===== src/pkg/hfs_pkg.sv =====
package hfs_pkg;
    // coprocessor register selectors (opc1, crn, crm, opc2)
    localparam logic [2:0] SEL_OPC1_HYP       = 3'h4;
    localparam logic [3:0] SEL_CRN_FAULT      = 4'h5;
    localparam logic [3:0] SEL_CRN_PAR        = 4'h7;
    localparam logic [3:0] SEL_CRM_AUX        = 4'h1;
    localparam logic [3:0] SEL_CRM_SYND       = 4'h2;
    localparam logic [3:0] SEL_CRM_PAR        = 4'h4;
    localparam logic [2:0] SEL_OPC2_ASYNC     = 3'h0;
    localparam logic [2:0] SEL_OPC2_IAUX      = 3'h1;
    localparam logic [2:0] SEL_OPC2_SYND      = 3'h0;
    localparam logic [2:0] SEL_OPC2_PAR       = 3'h0;

    // asynchronous fault syndrome layout
    localparam int AFS_VALID_BIT  = 31;
    localparam int AFS_RAM_LSB    = 24;
    localparam int AFS_RAM_W      = 7;
    localparam int AFS_L2_BIT     = 23;
    localparam int AFS_WAY_LSB    = 18;
    localparam int AFS_WAY_W      = 5;
    localparam int AFS_IDX_LSB    = 0;
    localparam int AFS_IDX_W      = 18;
    localparam logic [6:0] RAM_ID_TAG  = 7'h08;
    localparam logic [6:0] RAM_ID_DATA = 7'h09;

    // exception syndrome layout
    localparam int ES_CLASS_LSB   = 26;
    localparam int ES_CLASS_W     = 6;
    localparam int ES_LEN_BIT     = 25;
    localparam int ES_ISS_W       = 25;
    localparam int ES_CV_BIT      = 24;
    localparam int ES_TRAPPED_PREDICATE_FIELD_LSB    = 20;
    localparam int ES_TRAPPED_PREDICATE_FIELD_W      = 4;
    localparam logic [3:0] TRAPPED_PREDICATE_FIELD_ALWAYS = 4'he;
    localparam logic [1:0] CLASS_TOP_TRAPPED_PREDICATE_FIELD = 2'h0;

    localparam logic [31:0] AFS_RESET = 32'h0000_0000;
    localparam logic [31:0] ES_RESET  = 32'h0000_0000;
    localparam logic [31:0] READ_ZERO = 32'h0000_0000;

    // processor modes
    typedef enum logic [4:0] {
        MODE_USR = 5'h10,
        MODE_FIQ = 5'h11,
        MODE_IRQ = 5'h12,
        MODE_SVC = 5'h13,
        MODE_MON = 5'h16,
        MODE_ABT = 5'h17,
        MODE_HYP = 5'h1a,
        MODE_UND = 5'h1b,
        MODE_SYS = 5'h1f
    } hfs_mode_e;

    // access decode outcome
    typedef enum logic [3:0] {
        ACC_NONE   = 4'b0001,
        ACC_OK     = 4'b0010,
        ACC_DENIED = 4'b0100,
        ACC_UNKN   = 4'b1000
    } hfs_acc_e;
endpackage


===== src/pkg/hfs_acc_if.sv =====
`timescale 1ns/1ps
interface hfs_acc_if;
    logic       valid;
    logic [4:0] mode;
    logic       nsBit;
    logic [2:0] opc1;
    logic [3:0] crn;
    logic [3:0] crm;
    logic [2:0] opc2;
    logic       selAsync;
    logic       selIaux;
    logic       selSynd;
    logic       selPar;
    logic       permit;
    logic       unknownRead;
    logic       unmapped;
    modport req (output valid, mode, nsBit, opc1, crn, crm, opc2,
                 input selAsync, selIaux, selSynd, selPar, permit,
                 unknownRead, unmapped);
    modport dec (input valid, mode, nsBit, opc1, crn, crm, opc2,
                 output selAsync, selIaux, selSynd, selPar, permit,
                 unknownRead, unmapped);
endinterface


===== src/rtl/hfs_syndrome_regs.sv =====
`timescale 1ns/1ps
module hfs_syndrome_regs
    import hfs_pkg::*;
#(
    parameter int IDX_W = AFS_IDX_W,
    parameter int WAY_W = AFS_WAY_W
) (
    input  wire logic             clk,
    input  wire logic             rst_n,
    // ecc double-bit error report from the cache controllers
    input  wire logic             eccErr,
    input  wire logic             eccL2,
    input  wire logic             eccDataRam,
    input  wire logic [WAY_W-1:0] eccWay,
    input  wire logic [IDX_W-1:0] eccIndex,
    // exception taken to hyp mode
    input  wire logic             excTake,
    input  wire logic [5:0]       excClass,
    input  wire logic             excLen32,
    input  wire logic             excLenValid,
    input  wire logic             excTrapped,
    input  wire logic [24:0]      excIss,
    // coprocessor access port
    input  wire logic             cpValid,
    input  wire logic             cpWrite,
    input  wire logic [4:0]       cpMode,
    input  wire logic             cpNsBit,
    input  wire logic [2:0]       cpOpc1,
    input  wire logic [3:0]       cpCrn,
    input  wire logic [3:0]       cpCrm,
    input  wire logic [2:0]       cpOpc2,
    input  wire logic [31:0]      cpWdata,
    output logic                  cpAck,
    output logic                  cpDenied,
    output logic [31:0]           cpRdata,
    output logic                  asyncValid
);
    hfs_acc_if acc ();
    hfs_acc_e  accKind;

    logic [31:0] asyncSynd_r;
    logic [31:0] asyncSynd_nxt;
    logic [31:0] excSynd_r;
    logic [31:0] excSynd_nxt;
    logic [31:0] rd_nxt;
    logic [24:0] issBuild;
    logic        wrAsync;
    logic        wrSynd;

    assign acc.valid = cpValid;
    assign acc.mode  = cpMode;
    assign acc.nsBit = cpNsBit;
    assign acc.opc1  = cpOpc1;
    assign acc.crn   = cpCrn;
    assign acc.crm   = cpCrm;
    assign acc.opc2  = cpOpc2;

    hfs_access_decode u_dec (
        .acc (acc.dec)
    );

    always_comb begin
        if (!cpValid) begin
            accKind = ACC_NONE;
        // only the read is unknown; a non-secure write is still refused
        end else if (acc.selSynd && acc.unknownRead && !cpWrite) begin
            accKind = ACC_UNKN;
        end else if (!acc.permit) begin
            accKind = ACC_DENIED;
        end else begin
            accKind = ACC_OK;
        end
    end

    assign wrAsync = cpWrite && accKind == ACC_OK && acc.selAsync;
    assign wrSynd  = cpWrite && accKind == ACC_OK && acc.selSynd;

    // asynchronous ecc syndrome; a hardware error wins over a same-cycle
    // software write so that no error is lost
    always_comb begin
        asyncSynd_nxt = asyncSynd_r;
        if (wrAsync) begin
            asyncSynd_nxt = cpWdata;
        end
        if (eccErr) begin
            asyncSynd_nxt = AFS_RESET;
            asyncSynd_nxt[AFS_VALID_BIT] = 1'b1;
            if (eccL2) begin
                asyncSynd_nxt[AFS_L2_BIT] = 1'b1;
            end else begin
                asyncSynd_nxt[AFS_RAM_LSB +: AFS_RAM_W] =
                    eccDataRam ? RAM_ID_DATA : RAM_ID_TAG;
                asyncSynd_nxt[AFS_WAY_LSB +: AFS_WAY_W] =
                    AFS_WAY_W'(eccWay);
                asyncSynd_nxt[AFS_IDX_LSB +: AFS_IDX_W] =
                    AFS_IDX_W'(eccIndex);
            end
        end
    end

    always_ff @(posedge clk or negedge rst_n) begin
        if (!rst_n) begin
            asyncSynd_r <= AFS_RESET;
        end else begin
            asyncSynd_r <= asyncSynd_nxt;
        end
    end

    // instruction-specific syndrome for the taken exception
    always_comb begin
        issBuild = excIss;
        if (excClass != 6'h00 &&
            excClass[5:4] == CLASS_TOP_TRAPPED_PREDICATE_FIELD) begin
            if (excTrapped) begin
                issBuild[ES_CV_BIT] = 1'b1;
                issBuild[ES_TRAPPED_PREDICATE_FIELD_LSB +: ES_TRAPPED_PREDICATE_FIELD_W] = TRAPPED_PREDICATE_FIELD_ALWAYS;
            end else if (!issBuild[ES_CV_BIT]) begin
                issBuild[ES_TRAPPED_PREDICATE_FIELD_LSB +: ES_TRAPPED_PREDICATE_FIELD_W] = '0;
            end
        end
    end

    // exception capture has priority over a software write in one cycle
    always_comb begin
        excSynd_nxt = excSynd_r;
        if (wrSynd) begin
            excSynd_nxt = cpWdata;
        end
        if (excTake) begin
            excSynd_nxt[ES_CLASS_LSB +: ES_CLASS_W] = excClass;
            // zero class: other fields unknown, stored as zero here
            if (excClass == 6'h00) begin
                excSynd_nxt[ES_LEN_BIT] = 1'b0;
                excSynd_nxt[ES_ISS_W-1:0] = '0;
            end else begin
                excSynd_nxt[ES_LEN_BIT] =
                    excLenValid ? excLen32 : 1'b0;
                excSynd_nxt[ES_ISS_W-1:0] = issBuild;
            end
        end
    end

    always_ff @(posedge clk or negedge rst_n) begin
        if (!rst_n) begin
            excSynd_r <= ES_RESET;
        end else begin
            excSynd_r <= excSynd_nxt;
        end
    end

    // read data; unknown values are returned as zero, which is safe
    always_comb begin
        rd_nxt = READ_ZERO;
        if (!cpWrite && accKind == ACC_OK) begin
            if (acc.selAsync) begin
                rd_nxt = asyncSynd_r;
            end else if (acc.selSynd) begin
                rd_nxt = excSynd_r;
            end else if (acc.selIaux) begin
                rd_nxt = READ_ZERO;
            end else if (acc.selPar) begin
                rd_nxt = READ_ZERO;
            end
        end else if (accKind == ACC_UNKN) begin
            rd_nxt = READ_ZERO;
        end
    end

    always_ff @(posedge clk or negedge rst_n) begin
        if (!rst_n) begin
            cpAck    <= 1'b0;
            cpDenied <= 1'b0;
            cpRdata  <= READ_ZERO;
        end else begin
            cpAck    <= cpValid;
            cpDenied <= (accKind == ACC_DENIED) || acc.unmapped;
            cpRdata  <= rd_nxt;
        end
    end

    always_ff @(posedge clk or negedge rst_n) begin
        if (!rst_n) begin
            asyncValid <= 1'b0;
        end else begin
            asyncValid <= asyncSynd_nxt[AFS_VALID_BIT];
        end
    end
endmodule // hfs_syndrome_regs


===== src/rtl/hfs_access_decode.sv =====
`timescale 1ns/1ps
module hfs_access_decode
    import hfs_pkg::*;
(
    hfs_acc_if.dec acc
);
    logic hypMode;
    logic monNs;
    logic nsOther;
    logic hypSel;
    assign hypMode = (acc.mode == MODE_HYP);
    assign monNs   = (acc.mode == MODE_MON) && acc.nsBit;
    // in the non-secure world only hyp and monitor mode may reach these registers
    assign nsOther = acc.nsBit && !hypMode && (acc.mode != MODE_MON);
    assign hypSel  = acc.valid && (acc.opc1 == SEL_OPC1_HYP);

    assign acc.selAsync = hypSel && acc.crn == SEL_CRN_FAULT
                        && acc.crm == SEL_CRM_AUX
                        && acc.opc2 == SEL_OPC2_ASYNC;
    assign acc.selIaux  = hypSel && acc.crn == SEL_CRN_FAULT
                        && acc.crm == SEL_CRM_AUX
                        && acc.opc2 == SEL_OPC2_IAUX;
    assign acc.selSynd  = hypSel && acc.crn == SEL_CRN_FAULT
                        && acc.crm == SEL_CRM_SYND
                        && acc.opc2 == SEL_OPC2_SYND;
    assign acc.selPar   = hypSel && acc.crn == SEL_CRN_PAR
                        && acc.crm == SEL_CRM_PAR
                        && acc.opc2 == SEL_OPC2_PAR;
    assign acc.permit   = hypMode || monNs;
    assign acc.unknownRead = nsOther;
    assign acc.unmapped = acc.valid && !(acc.selAsync || acc.selIaux
                        || acc.selSynd || acc.selPar);
endmodule // hfs_access_decode


===== config.mk =====
export PLATFORM = sky130hd
export DESIGN_NAME = hfs_syndrome_regs
export DESIGN_NICKNAME = d
export VERILOG_FILES = /design/src/pkg/hfs_pkg.sv /design/src/pkg/hfs_acc_if.sv /design/src/rtl/hfs_syndrome_regs.sv /design/src/rtl/hfs_access_decode.sv
export SDC_FILE = /design/constraint.sdc
export NUM_CORES = 1
export LEC_CHECK = 0
export BUFFER_PORTS_ARGS = -buffer_cell sky130_fd_sc_hd__buf_2
export CORE_ASPECT_RATIO = 0.75
export CORE_MARGIN = 3
export CORE_UTILIZATION = 45
export CTS_BUF_LIST = sky130_fd_sc_hd__clkbuf_8
export CTS_CLUSTER_SIZE = 14
export DETAILED_ROUTE_END_ITERATION = 10
export HOLD_SLACK_MARGIN = 0.12
export PLACE_DENSITY = 0.83
export SYNTH_ARGS = -nofsm -noshare
export SYNTH_HDL_FRONTEND = slang
export SYNTH_SLANG_ARGS = --single-unit

===== constraint.sdc =====
create_clock -name clk -period 0.8 [get_ports clk]
set_clock_uncertainty 0.15 [all_clocks]
set_input_delay 0 -clock clk [delete_from_list [all_inputs] [get_ports clk]]
set_output_delay 0 -clock clk [all_outputs]
set_load 0.05 [all_outputs]

# Word-level counts from Yosys, hierarchy flattened
# Cells that the tools add are included.
# classes
eq_ne,12
mux,20
reduce_logical,35
# op_table
cell,count
$mux W32,7
$mux W26,1
$mux W23,1
$logic_and A1 B1 Y1,21
$mux W4,5
$eq A4 B3 Y1 const B,4
$eq A5 B5 Y1 const B,2
$eq A4 B2 Y1 const B,2
$logic_not A6 Y1,1
$reduce_bool A6 Y1,1
$logic_or A1 B1 Y1,5
$mux W5,1
$ne A5 B5 Y1 const B,1
$eq A4 B1 Y1 const B,1
$mux W1,4
$reduce_bool A2 Y1,2
$eq A3 B1 Y1 const B,1
$eq A3 B3 Y1 const B,1
$logic_not A1 Y1,3
$logic_not A3 Y1,1
$mux W3,1
$logic_not A2 Y1,1
# totals
output_inout_bits,35
ff_bits,98
in_bits,117

# Logic depth before layout (Yosys ltp)
# logic_depth
depth_word,14
ltp_mapped,6
ltp_nobuf,4

# By module
# Synthesis repeated with hierarchy kept, for this count alone.
# hier_totals
hier_cells,453
area_unflattened_um2,4594.4
# by_module_without_submodules
module,area_each_um2,cells_each,instances
hfs_syndrome_regs,4416.7,429,1
hfs_access_decode,177.7,24,1

# Least setup slack after synthesis
# No wires, ideal clock.
# synth_timing
kind,in2reg
start,in cpOpc2[1]
end,reg excSynd_r[24]
t_arrival_ns,1.549
slack_ns,-1.035
setup_ns,0.136
stages,6
cell_sequence,or4_4 or4_1 buf_2 buf_6 o211ai_2 o221ai_2
# synth_via
elab_chain_cells,10
# synth_lines
item,line,text
start: declaration,hfs_syndrome_regs.sv:31,"input wire logic [2:0] cpOpc2,"
$logic_not A3 Y1 (*),hfs_access_decode.sv:25,&& acc.opc2 == SEL_OPC2_SYND;
$logic_and A1 B1 Y1 (*),hfs_access_decode.sv:25,
$logic_and A1 B1 Y1 (2 in series),hfs_syndrome_regs.sv:66,end else if (acc.selSynd && acc.unknownRead && !cpWrite) begin
$mux W4,hfs_syndrome_regs.sv:66,
$mux W4,hfs_syndrome_regs.sv:63,if (!cpValid) begin
$eq A4 B2 Y1,hfs_syndrome_regs.sv:76,assign wrSynd = cpWrite && accKind == ACC_OK && acc.selSynd;
$logic_and A1 B1 Y1,hfs_syndrome_regs.sv:76,
$logic_and A1 B1 Y1 (*),hfs_syndrome_regs.sv:76,
$reduce_bool A2 Y1 (no line) (*),-,
end signal: assignment,hfs_syndrome_regs.sv:147,excSynd_r <= excSynd_nxt;
end: declaration,hfs_syndrome_regs.sv:43,logic [31:0] excSynd_r;
# Every way passes the cells marked *; elsewhere a longest branch is shown, timed or not.
# A chain may end at the register's enable or synchronous reset.

# Worst setup path after layout
# layout_timing
start,in cpOpc1[0]
end,reg cpRdata[14]
# layout_via
elab_chain_cells,12
word_cells_on_any_way,16
# layout_lines
item,line,text
start: declaration,hfs_syndrome_regs.sv:28,"input wire logic [2:0] cpOpc1,"
$eq A3 B3 Y1 (*),hfs_access_decode.sv:15,assign hypSel = acc.valid && (acc.opc1 == SEL_OPC1_HYP);
$logic_and A1 B1 Y1 (*),hfs_access_decode.sv:15,
$logic_and A1 B1 Y1 (*),"hfs_access_decode.sv:17, hfs_access_decode.sv:23",
$logic_and A1 B1 Y1,hfs_access_decode.sv:24,&& acc.crm == SEL_CRM_SYND
$logic_and A1 B1 Y1,hfs_access_decode.sv:25,
$logic_and A1 B1 Y1 (2 in series),hfs_syndrome_regs.sv:66,
$mux W4,hfs_syndrome_regs.sv:66,
$mux W4,hfs_syndrome_regs.sv:63,
$eq A4 B2 Y1,hfs_syndrome_regs.sv:154,if (!cpWrite && accKind == ACC_OK) begin
$logic_and A1 B1 Y1,hfs_syndrome_regs.sv:154,
$mux W32 (*),hfs_syndrome_regs.sv:154,
via rd_nxt[14],hfs_syndrome_regs.sv:45,logic [31:0] rd_nxt;
end signal: assignment,hfs_syndrome_regs.sv:177,cpRdata <= rd_nxt;
end: declaration,hfs_syndrome_regs.sv:35,"output logic [31:0] cpRdata,"
# The timed path passes the listed nets; every way through them passes the cells marked *.

==> run metrics <==
global-route usage over all layers 0.308; Max IR drop VDD between 0.7 and 0.8 mV; Final Slew Violations 0; min cycle time layout roughly 1600 ps; ant diodes 0; post-synth cell types 36; pin slew with the least headroom to its limit ~600 ps; Placer Congestion about 0.87; Internal Power slightly below 8 mW; die footprint 12600 um2; Post-Syn Instances ~550; Synth top area share 0.483; # placed instances roughly 830; DRT iter0 DRCs ~900; Vias/cell roughly 6.5; clock power share 0.323; Final WS setup -793 ps; outcome finished, violations left; Initial Util 0.477; Synth Area in Compound Gates 0.276; drt wl/cell ~23 um; Pwr Density approximately 1300 nW/um2; clock latency on the worst-skew pair 370 ps; TritonRoute pass-1 iters 5; Core Box Area roughly 11000 um2; Worst Path Max Fanout 9; Leak around 3.5 nW; Worst Path Required ~950 ps; sequential-to-total area share from yosys stat 0.483; Syn. warnings 0; CTS tree built; Synth Area in Simple Gates 0.168; Slew headroom 0.602; Mapped Area between 5000 and 6000 um2; top cell type by total area after synthesis dfrtp_1; Worst path top cell family by delay simple AND/OR/NAND/NOR gates; CTS Buf Count 9; Synth Area in XOR/XNOR 0; slowest stage delay, CP about 560 ps; dominant synthesized flop cell dfrtp_1; Worst-path clk slew 100 ps; CP bufs+invs 5; die height between 90 and 100 um; kind of critical path primary input to flop; violated checks hold timing, setup timing; layout cells sized above 1 0.429; Gate power share 0.177; Max H-tree Level 3; Post-synth ARST share 1.00; final hold violations 25; die width 129 um; Max Cap Viol 0; final setup fails between 100 and 150; clock sink total 98; post-route ant nets 0; WHS -375 ps; clk root buf clkbuf_8; startpoint types primary input; CP arrival roughly 1700 ps; HPWL Detailed between 10 and 15 mm; IO Count approximately 150; largest cells by area after synthesis dfrtp_1 (48%), nand3_1 (7.6%), a21oi_1 (6.7%), o211ai_2 (5.4%), o31ai_1 (4.7%); Sw Pwr slightly below 3 mW; Post-synth top cells dfrtp_1 (98), nand3_1 (77), a21oi_1 (68); DRC 0; post-synthesis mux area share 0; CTS Buffer Depth 2; unrepaired setup endpoints after global routing true; DR vias around 6100; crit-path cells buf_6 > or4_4 > buf_6 > nor3_4 > buf_12 > buf_12 > buf_4 > nand3_1 > a21oi_2; Post-Synth Adder-Cell Area 0; first-pass GRT wire length a little over 30 mm; largest net degree at the start of global routing 65; Fmax between 0.6 and 0.7 GHz; area grow syn2layout 63.0%; number of antenna violations at the first check in global routing 0; Sequential Power Share 0.500; Post-Route WL ~21 mm; hold buffers post-CTS between 80 and 90; largest family of logic cells by synthesized area compound AO/OA/AOI/OAI gates; setup TNS -76040 ps; CP Capture Type flop; port bufs 151; fin cells about 940; worst min path class primary input to flop; final period utilization 1.99; sw frac 0.272; Final nets just over 900; CP max stage cell or4_4; vias in the first global route approximately 6200; Post-synth EDFFs 0; final global-route overflow total 0; most common cell in the netlist dfrtp_1; # rows 32; Seq cells post-synth 98; Post-Syn Area per Cell 9.26 um2; Post-Syn Nets 666
==> timing repair <==
action | CTS | global route
endpoints found under the setup margin | 132 | 132
gates resized for setup | 111 | 53
cloned | 2 | 4
endpoints found under the hold margin | 189 | 123
pin swaps | 16 | 18
buffers inserted | 1 | 1
==> flip-flops by register name, indices dropped and copies added (netlist names) <==
name	count
excSynd_r	32
cpRdata	32
cpDenied	1
cpAck	1
asyncSynd_r	32
==> worst paths after layout <==
| check | startpoint | to | slack (ps) | depth (start not counted) |
|---|---|---|---|---|
| max reg2reg | asyncSynd_r[31]$_DFFE_PN0P_ | asyncSynd_r[31]$_DFFE_PN0P_ | -220 | 3 |
| min reg2reg | excSynd_r[21]$_DFFE_PN0P_ | cpRdata[21]$_DFF_PN0_ | 400 | 2 |
| min | cpValid | cpAck$_DFF_PN0_ | -370 | 1 |
| max in group asynchronous | rst_n | asyncSynd_r[9]$_DFFE_PN0P_ | 160 | 3 |
| max | cpOpc1[0] | cpRdata[14]$_DFF_PN0_ | -790 | 9 |
| min in group asynchronous | rst_n | asyncSynd_r[12]$_DFFE_PN0P_ | 20 | 3 |
==> worst register-to-register path, delay by kind of cell, from the launching register on <==
| kind | cells | cell delay, ps |
|---|---|---|
| buffers and inverters | 1 | 160 |
| and+or+nand+nor | 1 | 120 |
| DFF | 1 | 410 |
| AOI/OAI and AO/OA | 1 | 60 |
==> logic make-up (layout without fill, tap and decap cells) <==
group / count (synthesis) / in the layout
AO/OA/AOI/OAI: 199 / 199
AND/OR/NAND/NOR: 161 / 161
flip-flops: 98 / 98
buffers and inverters: 91 / 342
==> cell usage in the layout (no fill, tap or decap), types with 26 or more instances in the layout <==
cell type      netlist  final
buf_2                9    114
dfrtp_1             98     98
dlygate4sd3_1        0     81
nand3_1             77     56
a21oi_1             68     43
buf_6                3     40
buf_4                0     39
a31oi_1             36     36
nand4_1             32     32
inv_1               27     27
o31ai_2              0     26
==> metal layers <==
metal | global-route usage | routed length, um
met1 | 0.387 | 7720
met2 | 0.520 | 10100
met3 | 0.0683 | 2400
met4 | 0.116 | 921
met5 | 0 | 0
==> metrics by stage <==
stage                     power, mW  setup WS, ps  cell area, um2  utilization
after CTS                      10.7          -710            7920        0.744
after global routing           11.3          -792            8280        0.778
after floorplan                6.09          -950            5130            -
after detailed placement       6.97         -1130            6450        0.606
final                          10.9          -793            8280        0.778
after global placement         6.88         -1050            6450        0.606
==> power groups by stage <==
stage	Clock, mW	Combinational (mW)	Sequential [mW]
2_1_floorplan	0	0.632	5.46
3_3_place_gp	0	1.41	5.47
3_5_place_dp	0	1.48	5.49
4_1_cts	3.50	1.80	5.41
5_1_grt	3.71	2.06	5.48
6_report	3.52	1.93	5.46
==> cell type report <==
cell class | instances | area, um2
Timing Repair Buffer | 300 | 2670
Inverter | 28 | 105
Clock inverter | 5 | 80.1
Sequential cell | 98 | 2450
Fill cell | 648 | 2370
Multi-Input combinational cell | 360 | 2680
Clock buffer | 9 | 124
Tap cell | 136 | 170
(Power assumes the default switching activity.)
